## src/pkg/adpc_consts.vh

```
`ifndef ADPC_CONSTS_VH
`define ADPC_CONSTS_VH
// ==================================================
// Register addresses
`define ADPC_ADDR_LIMITER      8'h23
`define ADPC_ADDR_GAIN_COMP    8'h24
`define ADPC_ADDR_BATTERY_POWER_LIMITER         8'h2B
`define ADPC_ADDR_MIXER        8'h2C
`define ADPC_ADDR_FEATURE      8'h2D
`define ADPC_ADDR_THRESHOLD    8'h2E
// ==================================================
// Reset values
`define ADPC_RST_LIMITER       8'h00
`define ADPC_RST_GAIN_COMP     8'h00
`define ADPC_RST_BATTERY_POWER_LIMITER          8'h00
`define ADPC_RST_MIXER         8'h00
`define ADPC_RST_FEATURE       8'h00
`define ADPC_RST_THRESHOLD     8'hBF
// ==================================================
// Writable bit masks, reserved bits cleared
`define ADPC_MASK_LIMITER      8'hF0
`define ADPC_MASK_BATTERY_POWER_LIMITER         8'hFC
`define ADPC_MASK_MIXER        8'hF0
// ==================================================
// Field positions
`define ADPC_LIM_IN_HI         7
`define ADPC_LIM_IN_LO         6
`define ADPC_LIM_OUT_HI        5
`define ADPC_LIM_OUT_LO        4
`define ADPC_BATTERY_POWER_LIMITER_EN           7
`define ADPC_BATTERY_POWER_LIMITER_ATTN_HI      6
`define ADPC_BATTERY_POWER_LIMITER_ATTN_LO      4
`define ADPC_BATTERY_POWER_LIMITER_BY_PIN       3
`define ADPC_BATTERY_POWER_LIMITER_RECOVER      2
`define ADPC_FEAT_DIST         7
`define ADPC_FEAT_BOP          6
`define ADPC_FEAT_THERM        5
`define ADPC_FEAT_DRC          4
`define ADPC_FEAT_GEN1         3
`define ADPC_FEAT_GEN2         2
`define ADPC_FEAT_SUPPLY       1
`define ADPC_FEAT_BROWN        0
// ==================================================
// Timing
`define ADPC_SYNC_STAGES       3
`endif

```

## src/hw/adpc_top.v

```verilog
// Summary of operation
// Limiter input: 0 max, 1 channel one, 2 channel zero, 3 average.
// Limiter output: 0 both channels, 1 channel one, 2 channel zero, 3 none.
// Reserved bits read zero; software writes them as zero.
// Bits 7..4 of gain register enable gain control channels 1..4.
// Bits 3..0 of gain register enable compression channels 1..4.
// Battery limiter runs only while its enable bit 7 is set.
// Attenuation field bits 6..4 selects 0 dB to -42 dB in 6 dB steps.
// Bit 3 low: pin and field set attenuation; high: table of analog samples.
// Bit 2 low: attenuation never drops; high: drops when pin low or recovered.
// Mixer enables: interface bit 7, side-chain 6, recording 5, loopback 4.
// Distortion limiter enabled by bit 7 of feature register.
// Overprotection enabled by bit 6; range compressor enabled by bit 4.
// Thermal foldback enabled by bit 5 of feature register.
// Signal generator 1 from bit 3, generator 2 from bit 2.
// Bit 1 selects battery (0) or analog supply (1) samples for processing.
// Undervoltage shutdown enabled by bit 0 of feature register.
// Enabled shutdown trips when selected supply falls below threshold, reset 0xBF.
// Configuration changes reach processing only at a sample boundary.
`include "adpc_consts.vh"
`default_nettype none
module adpc_top #(
	parameter SAMPLE_W = 16
) (
	// Clock and reset
	input  wire                clk_in,
	input  wire                srst_in,
	// Register port
	input  wire                reg_wr_in,
	input  wire                reg_rd_in,
	input  wire [7:0]          reg_addr_in,
	input  wire [7:0]          reg_wdata_in,
	output reg  [7:0]          reg_rdata_out,
	output reg                 reg_hit_out,
	// Sample boundary strobe
	input  wire                sample_tick_in,
	// Playback samples
	input  wire [SAMPLE_W-1:0] playback_input_zero,
	input  wire [SAMPLE_W-1:0] playback_input_one,
	// Power limiter inputs
	input  wire                limiter_gpio_in,
	input  wire [7:0]          analog_pin_sample_in,
	// Supply samples
	input  wire [7:0]          battery_sample_in,
	input  wire [7:0]          analog_supply_sample_in,
	// Peak limiter routing
	output reg  [SAMPLE_W-1:0] peak_level_out,
	output reg                 limit_ch0_out,
	output reg                 limit_ch1_out,
	// Channel enables
	output reg  [3:0]          gain_ctrl_on_out,
	output reg  [3:0]          compress_on_out,
	// Battery limiter
	output reg                 battery_limiter_on_out,
	output reg  [2:0]          battery_limiter_attenuation_out,
	output reg  [5:0]          attenuation_db_out,
	// Mixers
	output reg  [3:0]          mixer_on_out,
	// Features
	output reg                 distortion_on_out,
	output reg                 battery_overprotect_on_out,
	output reg                 thermal_foldback_on_out,
	output reg                 range_compressor_on_out,
	output reg                 generator1_on_out,
	output reg                 generator2_on_out,
	output reg  [7:0]          supply_measure_out,
	output reg                 undervoltage_shutdown_out
);
	// ==================================================
	// Registers
	reg [7:0] peak_limiter_routing;
	reg [7:0] gain_compress_channel_enables;
	reg [7:0] power_limit_config;
	reg [7:0] mixer_enables;
	reg [7:0] protection_feature_enables;
	reg [7:0] undervoltage_threshold;

	// Reserved bits are stored as zero whatever is written
	always @(posedge clk_in) begin
		if (srst_in) begin
			peak_limiter_routing          <= `ADPC_RST_LIMITER;
			gain_compress_channel_enables <= `ADPC_RST_GAIN_COMP;
			power_limit_config            <= `ADPC_RST_BATTERY_POWER_LIMITER;
			mixer_enables                 <= `ADPC_RST_MIXER;
			protection_feature_enables    <= `ADPC_RST_FEATURE;
			undervoltage_threshold        <= `ADPC_RST_THRESHOLD;
		end else if (reg_wr_in) begin
			if (reg_addr_in == `ADPC_ADDR_LIMITER) begin
				peak_limiter_routing <= reg_wdata_in & `ADPC_MASK_LIMITER;
			end else if (reg_addr_in == `ADPC_ADDR_GAIN_COMP) begin
				gain_compress_channel_enables <= reg_wdata_in;
			end else if (reg_addr_in == `ADPC_ADDR_BATTERY_POWER_LIMITER) begin
				power_limit_config <= reg_wdata_in & `ADPC_MASK_BATTERY_POWER_LIMITER;
			end else if (reg_addr_in == `ADPC_ADDR_MIXER) begin
				mixer_enables <= reg_wdata_in & `ADPC_MASK_MIXER;
			end else if (reg_addr_in == `ADPC_ADDR_FEATURE) begin
				protection_feature_enables <= reg_wdata_in;
			end else if (reg_addr_in == `ADPC_ADDR_THRESHOLD) begin
				undervoltage_threshold <= reg_wdata_in;
			end
		end
	end

	// ==================================================
	// Read path, one cycle latency; unmapped reads return zero
	reg [7:0] next_rdata;
	reg       next_hit;
	always @* begin
		next_rdata = 8'h00;
		next_hit   = 1'b1;
		if (reg_addr_in == `ADPC_ADDR_LIMITER) begin
			next_rdata = peak_limiter_routing;
		end else if (reg_addr_in == `ADPC_ADDR_GAIN_COMP) begin
			next_rdata = gain_compress_channel_enables;
		end else if (reg_addr_in == `ADPC_ADDR_BATTERY_POWER_LIMITER) begin
			next_rdata = power_limit_config;
		end else if (reg_addr_in == `ADPC_ADDR_MIXER) begin
			next_rdata = mixer_enables;
		end else if (reg_addr_in == `ADPC_ADDR_FEATURE) begin
			next_rdata = protection_feature_enables;
		end else if (reg_addr_in == `ADPC_ADDR_THRESHOLD) begin
			next_rdata = undervoltage_threshold;
		end else begin
			next_hit = 1'b0;
		end
	end

	always @(posedge clk_in) begin
		if (srst_in) begin
			reg_rdata_out <= 8'h00;
			reg_hit_out   <= 1'b0;
		end else if (reg_rd_in) begin
			reg_rdata_out <= next_rdata;
			reg_hit_out   <= next_hit;
		end
	end

	// ==================================================
	// Shadow copies taken at sample boundary
	// Avoids a sample seeing half of a multi-register update
	reg [7:0] sh_route;
	reg [7:0] sh_gain;
	reg [7:0] sh_battery_power_limiter;
	reg [7:0] sh_mix;
	reg [7:0] sh_feat;
	reg [7:0] sh_thr;
	always @(posedge clk_in) begin
		if (srst_in) begin
			sh_route <= `ADPC_RST_LIMITER;
			sh_gain  <= `ADPC_RST_GAIN_COMP;
			sh_battery_power_limiter  <= `ADPC_RST_BATTERY_POWER_LIMITER;
			sh_mix   <= `ADPC_RST_MIXER;
			sh_feat  <= `ADPC_RST_FEATURE;
			sh_thr   <= `ADPC_RST_THRESHOLD;
		end else if (sample_tick_in) begin
			sh_route <= peak_limiter_routing;
			sh_gain  <= gain_compress_channel_enables;
			sh_battery_power_limiter  <= power_limit_config;
			sh_mix   <= mixer_enables;
			sh_feat  <= protection_feature_enables;
			sh_thr   <= undervoltage_threshold;
		end
	end

	// ==================================================
	// Pin synchroniser for limiter GPIO
	wire gpio_sync;
	adpc_sync u_gpio_sync (
		.clk_in    (clk_in),
		.srst_in   (srst_in),
		.pin_in    (limiter_gpio_in),
		.level_out (gpio_sync)
	);

	// ==================================================
	// Peak limiter input selection
	function [SAMPLE_W-1:0] pick_peak;
		input [1:0]          sel;
		input [SAMPLE_W-1:0] a0;
		input [SAMPLE_W-1:0] a1;
		reg   [SAMPLE_W:0]   sum;
		begin
			sum = {1'b0, a0} + {1'b0, a1};
			case (sel)
				2'h0: pick_peak = (a0 > a1) ? a0 : a1;
				2'h1: pick_peak = a1;
				2'h2: pick_peak = a0;
				default: pick_peak = sum[SAMPLE_W:1];
			endcase
		end
	endfunction

	// Table from analog pin level to attenuation code; low pin means weak battery
	function [2:0] pin_lut;
		input [7:0] v;
		begin
			pin_lut = 3'h7 - v[7:5];
		end
	endfunction

	// ==================================================
	// Battery limiter attenuation tracking
	wire [1:0] lim_in_sel  = sh_route[`ADPC_LIM_IN_HI:`ADPC_LIM_IN_LO];
	wire [1:0] lim_out_sel = sh_route[`ADPC_LIM_OUT_HI:`ADPC_LIM_OUT_LO];
	wire       battery_power_limiter_en     = sh_battery_power_limiter[`ADPC_BATTERY_POWER_LIMITER_EN];
	wire [2:0] battery_power_limiter_field  = sh_battery_power_limiter[`ADPC_BATTERY_POWER_LIMITER_ATTN_HI:`ADPC_BATTERY_POWER_LIMITER_ATTN_LO];
	wire       battery_power_limiter_by_pin = sh_battery_power_limiter[`ADPC_BATTERY_POWER_LIMITER_BY_PIN];
	wire       battery_power_limiter_recov  = sh_battery_power_limiter[`ADPC_BATTERY_POWER_LIMITER_RECOVER];
	wire [7:0] supply_sel  = sh_feat[`ADPC_FEAT_SUPPLY] ?
		analog_supply_sample_in : battery_sample_in;

	reg  [2:0] attn;
	reg  [2:0] target;
	reg        recovered;
	always @* begin
		if (battery_power_limiter_by_pin) begin
			target    = pin_lut(analog_pin_sample_in);
			recovered = (target < attn);
		end else begin
			target    = gpio_sync ? battery_power_limiter_field : 3'h0;
			recovered = ~gpio_sync;
		end
	end

	always @(posedge clk_in) begin
		if (srst_in) begin
			attn <= 3'h0;
		end else if (!battery_power_limiter_en) begin
			attn <= 3'h0;
		end else if (sample_tick_in) begin
			if (target > attn) begin
				attn <= target;
			end else if (battery_power_limiter_recov && recovered && target < attn) begin
				attn <= target;
			end
		end
	end

	// ==================================================
	// Output registers
	always @(posedge clk_in) begin
		if (srst_in) begin
			peak_level_out                  <= {SAMPLE_W{1'b0}};
			limit_ch0_out                   <= 1'b0;
			limit_ch1_out                   <= 1'b0;
			gain_ctrl_on_out                <= 4'h0;
			compress_on_out                 <= 4'h0;
			battery_limiter_on_out          <= 1'b0;
			battery_limiter_attenuation_out <= 3'h0;
			attenuation_db_out              <= 6'h00;
			mixer_on_out                    <= 4'h0;
			distortion_on_out               <= 1'b0;
			battery_overprotect_on_out      <= 1'b0;
			thermal_foldback_on_out         <= 1'b0;
			range_compressor_on_out         <= 1'b0;
			generator1_on_out               <= 1'b0;
			generator2_on_out               <= 1'b0;
			supply_measure_out              <= 8'h00;
			undervoltage_shutdown_out       <= 1'b0;
		end else begin
			peak_level_out <= pick_peak(lim_in_sel, playback_input_zero,
				playback_input_one);
			limit_ch0_out <= (lim_out_sel == 2'h0) || (lim_out_sel == 2'h2);
			limit_ch1_out <= (lim_out_sel == 2'h0) || (lim_out_sel == 2'h1);
			gain_ctrl_on_out <= sh_gain[7:4];
			compress_on_out  <= sh_gain[3:0];
			battery_limiter_on_out          <= battery_power_limiter_en;
			battery_limiter_attenuation_out <= attn;
			attenuation_db_out              <= {attn, 1'b0} + {1'b0, attn, 2'b00};
			mixer_on_out <= sh_mix[7:4];
			distortion_on_out          <= sh_feat[`ADPC_FEAT_DIST];
			battery_overprotect_on_out <= sh_feat[`ADPC_FEAT_BOP];
			range_compressor_on_out    <= sh_feat[`ADPC_FEAT_DRC];
			thermal_foldback_on_out    <= sh_feat[`ADPC_FEAT_THERM];
			generator1_on_out          <= sh_feat[`ADPC_FEAT_GEN1];
			generator2_on_out          <= sh_feat[`ADPC_FEAT_GEN2];
			supply_measure_out         <= supply_sel;
			// Shutdown latches until disabled; a recovering supply does not restart
			if (!sh_feat[`ADPC_FEAT_BROWN]) begin
				undervoltage_shutdown_out <= 1'b0;
			end else if (supply_sel < sh_thr) begin
				undervoltage_shutdown_out <= 1'b1;
			end
		end
	end
endmodule // adpc_top
`default_nettype wire

```

## src/hw/adpc_sync.v

```verilog
`default_nettype none
// ==================================================
// Three-stage pin synchroniser, change taken when stages two and three agree
module adpc_sync (
	// Clock and reset
	input  wire clk_in,
	input  wire srst_in,
	// Pin and result
	input  wire pin_in,
	output reg  level_out
);
	reg s1;
	reg s2;
	reg s3;

	always @(posedge clk_in) begin
		if (srst_in) begin
			s1        <= 1'b0;
			s2        <= 1'b0;
			s3        <= 1'b0;
			level_out <= 1'b0;
		end else begin
			s1 <= pin_in;
			s2 <= s1;
			s3 <= s2;
			if (s2 == s3) begin
				level_out <= s3;
			end
		end
	end
endmodule // adpc_sync
`default_nettype wire

```

## config.mk

```make
export PLATFORM = sky130hd
export DESIGN_NAME = adpc_top
export DESIGN_NICKNAME = d
export VERILOG_FILES = /design/src/hw/adpc_top.v /design/src/hw/adpc_sync.v
export VERILOG_INCLUDE_DIRS = /design/src /design/src/pkg
export SDC_FILE = /design/constraint.sdc
export NUM_CORES = 1
export LEC_CHECK = 0
export BUFFER_PORTS_ARGS = -buffer_cell sky130_fd_sc_hd__buf_2
export CAP_MARGIN = 20
export CELL_PAD_IN_SITES_DETAIL_PLACEMENT = 0
export CELL_PAD_IN_SITES_GLOBAL_PLACEMENT = 2
export CORE_ASPECT_RATIO = 1.1
export CORE_MARGIN = 2
export CORE_UTILIZATION = 33
export DETAILED_ROUTE_END_ITERATION = 6
export PLACE_DENSITY_LB_ADDON = 0.1
export SLEW_MARGIN = 5
export SYNTH_ARGS = -nofsm -noshare
export SYNTH_HDL_FRONTEND = slang
export SYNTH_SLANG_ARGS = --single-unit
```

## constraint.sdc

```tcl
create_clock -name clk_in -period 3 [get_ports clk_in]
set_input_delay 0.15 -clock clk_in [delete_from_list [all_inputs] [get_ports clk_in]]
set_output_delay 0.15 -clock clk_in [all_outputs]
set_load 0.005 [all_outputs]
```

# --- Word level (Yosys, flattened, before mapping) ---
# Cells that the tools add are included.
totals:
  ff_bits: 147
  mem_bits_ro: 0
  output_inout_bits: 64
  ramBits: 0
  latch_bits: 0
  in_bits: 78
  word_cells: 99
  memories: 0
classes:
  reduce_logical: 16
  n_mul: 0
  n_lt_le_gt_ge: 5
  div: 0
  bitwise_logic: 8
  muxes: 20
  n_shift: 0
  n_addsub: 3
  n_eq_ne: 11
op_table:
  columns: ["operator", "count"]
  rows:
  - ["8-bit two-way mux", 7]
  - ["8-bit by 6-bit == test with 1-bit output, second input constant", 6]
  - ["16-bit one-hot mux with 3 select lines", 1]
  - ["16-bit by 16-bit adder with 17-bit output", 1]
  - ["16-bit greater-than comparator", 1]
  - ["16-bit two-way mux", 1]
  - ["3-bit two-way mux", 4]
  - ["8-bit less-than comparator", 1]
  - ["1-bit inverter", 8]
  - ["1-bit two-way mux", 7]
  - ["7-bit AND reduction", 1]
  - ["4-bit by 5-bit adder with 6-bit output", 1]
  - ["3-bit less-than comparator", 2]
  - ["6-bit AND reduction", 1]
  - ["5-bit AND reduction", 1]
  - ["2-bit by 1-bit == test with 1-bit output, second input constant", 2]
  - ["2-bit == test, second input constant", 2]
  - ["2-bit logical NOT", 2]
  - ["2-bit AND reduction", 2]
  - ["4-bit AND reduction", 1]
  - ["2-bit OR reduction", 2]
  - ["3-bit greater-than comparator", 1]
  - ["3-bit AND reduction", 1]
  - ["3-bit subtractor, first input constant", 1]
  - ["4 further kinds", 6]

# --- Logic depth before layout (Yosys ltp) ---
depth:
  ltp_word: 7
  depth_mapped: 11
  depth_no_buf: 10

# --- Modules after synthesis ---
# A second synthesis with hierarchy kept.
hier_totals:
  cells_unflattened: 742
  area_unflattened_um2: 6766.5
by_module_without_submodules:
  columns: ["module", "cells_each", "n_inst", "area_each_um2", "seq_area_each_um2"]
  rows:
  - ["adpc_top", 732, 1, 6653.9, 2822.7]
  - ["adpc_sync", 10, 1, 112.6, 80.1]

# --- Worst setup path before layout ---
# No wires, ideal clock.
synth_path:
  kind: "input-to-reg"
  startpoint: "in playback_input_zero[0]"
  endpoint: "reg peak_level_out[11]"
  arrival_time_ns: 2.378
  path_stages: 10
  setup_slack_ns: 0.543
  path_cell_list: "ha_1 > fa_1 > nand2b_1 > a221oi_1 > or4_1 > a311o_1 > a21oi_1 > o21bai_1 > or4_1 > o211ai_1"
synth_via:
  elab_chain_cells: 3
  elab_cells_between_ends: 4
synth_lines:
  columns: ["item", "line", "text"]
  rows:
  - ["start, declared", "adpc_top.v:38", "input wire [SAMPLE_W-1:0] playback_input_zero,"]
  - ["16-bit greater-than comparator", "adpc_top.v:185", "2'h0: pick_peak = (a0 > a1) ? a0 : a1;"]
  - ["16-bit two-way mux", "adpc_top.v:185", null]
  - ["16-bit one-hot mux with 3 select lines *", "adpc_top.v:184", "case (sel)"]
  - ["end signal, assigned", "adpc_top.v:243", "peak_level_out <= {SAMPLE_W{1'b0}};"]
  - ["end signal, assigned", "adpc_top.v:261", "peak_level_out <= pick_peak(lim_in_sel, playback_input_zero,"]
  - ["end, declared", "adpc_top.v:47", "output reg [SAMPLE_W-1:0] peak_level_out,"]
# Every way passes the cells marked *; elsewhere a longest branch is shown, timed or not.
# A chain may end at the register's enable or synchronous reset.

# --- Worst setup path after layout ---
layout_path:
  startpoint: "in playback_input_one[9]"
  endpoint: "reg peak_level_out[2]"
layout_via:
  elab_chain_cells: 3
layout_lines:
  columns: ["item", "line", "text"]
  rows:
  - ["start, declared", "adpc_top.v:39", "input wire [SAMPLE_W-1:0] playback_input_one,"]
  - ["16-bit greater-than comparator", "adpc_top.v:185", null]
  - ["16-bit two-way mux", "adpc_top.v:185", null]
  - ["16-bit one-hot mux with 3 select lines", "adpc_top.v:184", null]
# Every way passes these cells.

==> Flow_metrics.wiki <==
{| class="wikitable"
! Metric !! Value
|-
| Boundary Pins || 142
|-
| Starting utilization of the core area || 33.9%
|-
| Worst slew margin relative to its limit || 51.9%
|-
| Synth unique cells || 56
|-
| Library cell with the highest instance count after synthesis || sky130_fd_sc_hd__dfxtp_1
|-
| Number of standard-cell rows in the floorplan || 54
|-
| Number of global-route vias before repair || 5796
|-
| First-pass iteration count of the detailed router || 4
|-
| Data arrival, critical path || 2.91 ns
|-
| Net Sw Power || 1170 uW
|-
| Buffer cell driving the clock tree root || sky130_fd_sc_hd__clkbuf_16
|-
| Total routed wirelength || 18000 um
|-
| Setup repair after global routing missed its margin || false
|-
| Number of nets produced by synthesis || 869
|-
| Setup Skew || 0.0126 ns
|-
| Post-DRT Antenna Nets || 0
|-
| Buffers & Inverters on Critical Path || 3
|-
| Number of hold violations in the final report || 0
|-
| Power density of the placed cells || 544 nW/um^2
|-
| Share of the synthesized area in the top cell type || 42.9%
|-
| Final setup vio count || 0
|-
| Max Buffers Root-to-Sink || 2
|-
| Delay of the slowest cell on the worst path || 0.56 ns
|-
| P&R area growth vs syn || 22.7%
|-
| Cell internal pwr || 3350 uW
|-
| Vias per inst || 4.98
|-
| Net switching fraction of the power || 25.8%
|-
| Die outline height || 154 um
|-
| Top cells by instance count after synthesis || sky130_fd_sc_hd__dfxtp_1, sky130_fd_sc_hd__nor2_1, sky130_fd_sc_hd__mux2i_1, sky130_fd_sc_hd__nand2_1, sky130_fd_sc_hd__inv_1
|-
| Synth Cell Area || 6770 um^2
|-
| CTS sink count || 145
|-
| Critical Path RT || 3.28 ns
|-
| Period minus WS final || 2.63 ns
|-
| I/O Buffers || 135
|-
| Number of levels in the clock H-tree || 4
|-
| Type of the worst setup path || in -> reg
|-
| Proportion of layout cells with a drive suffix above 1 || 21.6%
|-
| Post-route setup TNS || 0 ns
|-
| Max-cap violations || 0
|-
| Type of the tightest min-delay check || in -> reg
|-
| Post-synthesis cell type with the largest combined area || sky130_fd_sc_hd__dfxtp_1
|-
| Pin count of the biggest net entering global routing || 72
|-
| Setup Buffers After CTS || 0
|-
| Slew at the pin closest to its max-slew limit || 0.721 ns
|-
| Largest delay contributor family on the critical path || simple AND/OR/NAND/NOR gates
|-
| Synthesis-stage register bit count || 145
|-
| Violation count after the first detailed-route iteration || 281
|-
| Placed wire-length estimate after detailed placement || 13400 um
|-
| Floorplan core area || 20000 um^2
|-
| Max-slew violation count || 0
|-
| Type of destination of the critical path || register
|-
| Final Power || 4520 uW
|-
| Clk_lat worst skew || 0.42 ns
|-
| Number of instances resized during post-cts repair || 0
|-
| Relative contribution of combinational cells to total power || 11.1%
|-
| Width of the die || 141 um
|-
| Layout filler cell count || 2075
|-
| WL per Instance || 15.8 um
|-
| Final cycle utilization of the critical path || 87.8%
|-
| Remaining routing DRC violations || 0
|-
| Wire length of the first global-routing pass || 29400 um
|-
| Upper clock frequency limit || 380 MHz
|-
| Asr flop ratio synth || 0%
|-
| Critical path, cell by cell || dlygate4sd3_1, buf_2, inv_1, ha_1, nand4_1, or4_1, nand2_1, a21o_1, nor2_1, a2111oi_0
|-
| Post-synth EDFFs || 0
|-
| Post-layout util || 41.5%
|-
| CTS Hold Bufs || 2
|-
| Die footprint || 21700 um^2
|-
| Critical path's slowest cell || sky130_fd_sc_hd__or4_1
|-
| Total vias in the final route || 5656
|-
| Clock transition at path regs || 0.06 ns
|-
| Number of buffers inserted during clock tree synthesis || 17
|-
| Cell types with the largest area share after synthesis || sky130_fd_sc_hd__dfxtp_1, sky130_fd_sc_hd__mux2i_1, sky130_fd_sc_hd__ha_1
|-
| Sequential share of power || 43.8%
|-
| Portion of total power attributed to the clock network || 45.2%
|-
| Main synth FF type || sky130_fd_sc_hd__dfxtp_1
|-
| Weighted congestion reported at the end of routability-driven placement || 0.846
|-
| Result of the run || finished clean
|-
| Crit-path max FO || 8
|-
| Clock tree from TritonCTS || built
|-
| Syn Area/Cell || 9.11 um^2
|-
| Worst vdd ir || 0.401 mV
|-
| Overflow after GRT || 0
|-
| Diodes inserted || 0
|-
| Startpoint types || input pin
|-
| Number of synthesis warnings || 0
|-
| All-layer global routing usage || 17.0%
|-
| Fin nets || 997
|-
| Proportion of synthesized chip area in sequential cells || 42.9%
|-
| Leakage || 0.00368 uW
|-
| Antenna violations before repair || 0
|-
| Number of standard cells after synthesis || 743
|}
cells in the final DEF (no fill, tap or decap), types with 5 or more instances in the layout:
cell / n
sky130_fd_sc_hd__nand4_1: 5
sky130_fd_sc_hd__buf_2: 134
sky130_fd_sc_hd__a21oi_1: 44
sky130_fd_sc_hd__a211oi_1: 12
sky130_fd_sc_hd__dfxtp_1: 145
sky130_fd_sc_hd__nand3_1: 19
sky130_fd_sc_hd__inv_1: 47
sky130_fd_sc_hd__xnor2_1: 9
sky130_fd_sc_hd__a221oi_1: 7
sky130_fd_sc_hd__a21o_1: 5
sky130_fd_sc_hd__buf_4: 13
sky130_fd_sc_hd__o211ai_1: 9
sky130_fd_sc_hd__mux2i_1: 65
sky130_fd_sc_hd__nor3_1: 5
sky130_fd_sc_hd__nor4_1: 5
sky130_fd_sc_hd__a22oi_1: 14
sky130_fd_sc_hd__nor2b_1: 29
sky130_fd_sc_hd__nor2_1: 89
sky130_fd_sc_hd__mux2_2: 8
sky130_fd_sc_hd__clkbuf_16: 17
sky130_fd_sc_hd__o21ai_0: 16
sky130_fd_sc_hd__nand2_1: 50
sky130_fd_sc_hd__nand2b_1: 7
sky130_fd_sc_hd__ha_1: 46
sky130_fd_sc_hd__and2_1: 10
power by group through the flow:
stage	Combinational [uW]	Sequential [uW]	Clock [uW]
after floorplan	296	2020	0
after CTS	508	1980	2110
after global placement	500	2020	0
after detailed placement	503	2020	0
final	500	1980	2040
after global routing	562	1980	2210
logic make-up (layout without fill, tap and decap cells):
group                      count (synthesis)  in the layout  synth area share (%)
DFF                                      145            145                  42.9
and+or+nand+nor                          234            234                  16.4
AOI/OAI and AO/OA                        142            142                  14.1
other                                      1              1                0.0554
adders and majority gates                 49             49                  9.24
xor gates and xnor gates                  10             10                  1.29
buffers and inverters                     89            230                  5.08
muxes                                     73             73                  10.9
per-stage QoR:
step,hold WS [ns],std cells,setup WS [ns],instance area [um^2]
global route,0.0226,1136,0.260,8310
CTS,0.00222,1136,0.393,8310
detailed placement,0.368,1102,0.219,7720
global placement,0.377,1102,0.212,7720
finish,0.0249,1136,0.366,8310
floorplan,0.278,743,0.543,6770
state kept, by name (all words and copies together), names as in the netlist, 3 cells and up:
name,cells
undervoltage_threshold,8
peak_limiter_routing,4
sh_feat,8
supply_measure_out,8
protection_feature_enables,8
gain_ctrl_on_out,4
gain_compress_channel_enables,8
attn,3
battery_limiter_attenuation_out,3
attenuation_db_out,4
sh_thr,8
mixer_on_out,4
compress_on_out,4
mixer_enables,4
peak_level_out,16
sh_mix,4
sh_gain,8
reg_rdata_out,8
sh_route,4
sh_battery_power_limiter,6
power_limit_config,6
cell type report:
cell class	instances	area (um^2)	share of cell area (%)
Tap cell	252	315	3.80
Inverter	48	180	2.17
Timing Repair Buffer	150	808	9.73
Sequential cell	145	2900	34.9
Clock inverter	13	129	1.55
Multi-Input combinational cell	509	3530	42.5
Clock buffer	19	443	5.33
worst reg2reg max path: cells and delay by family (launching register included):
| kind | cells | cell delay (ns) |
|---|---|---|
| AOI/OAI and AO/OA | 6 | 0.97 |
| adders and majority gates | 1 | 0.27 |
| muxes | 1 | 0.40 |
| and+or+nand+nor | 1 | 0.09 |
| DFF | 1 | 0.57 |
path summary, 6_finish.rpt:
kind         slack, ns                        end  depth (start not counted)                    from
max reg2reg       0.67  undervoltage_shutdown_out                          9              sh_feat[1]
max               0.37          peak_level_out[2]                         10   playback_input_one[9]
min reg2reg       0.42              limit_ch1_out                          1             sh_route[5]
min               0.02         peak_level_out[10]                          3  playback_input_one[10]
per-layer routing:
layer / up-vias / routed length [um] / GRT usage (%) / share of wire [%]
li1: 2847 / - / - / -
met1: 2649 / 8020 / 20.6 / 45
met2: 139 / 8870 / 29.3 / 49
met3: 21 / 786 / 4.52 / 4.4
met4: 0 / 316 / 5.67 / 1.8
met5: - / 0 / 0 / 0
(Power assumes the default switching activity.)
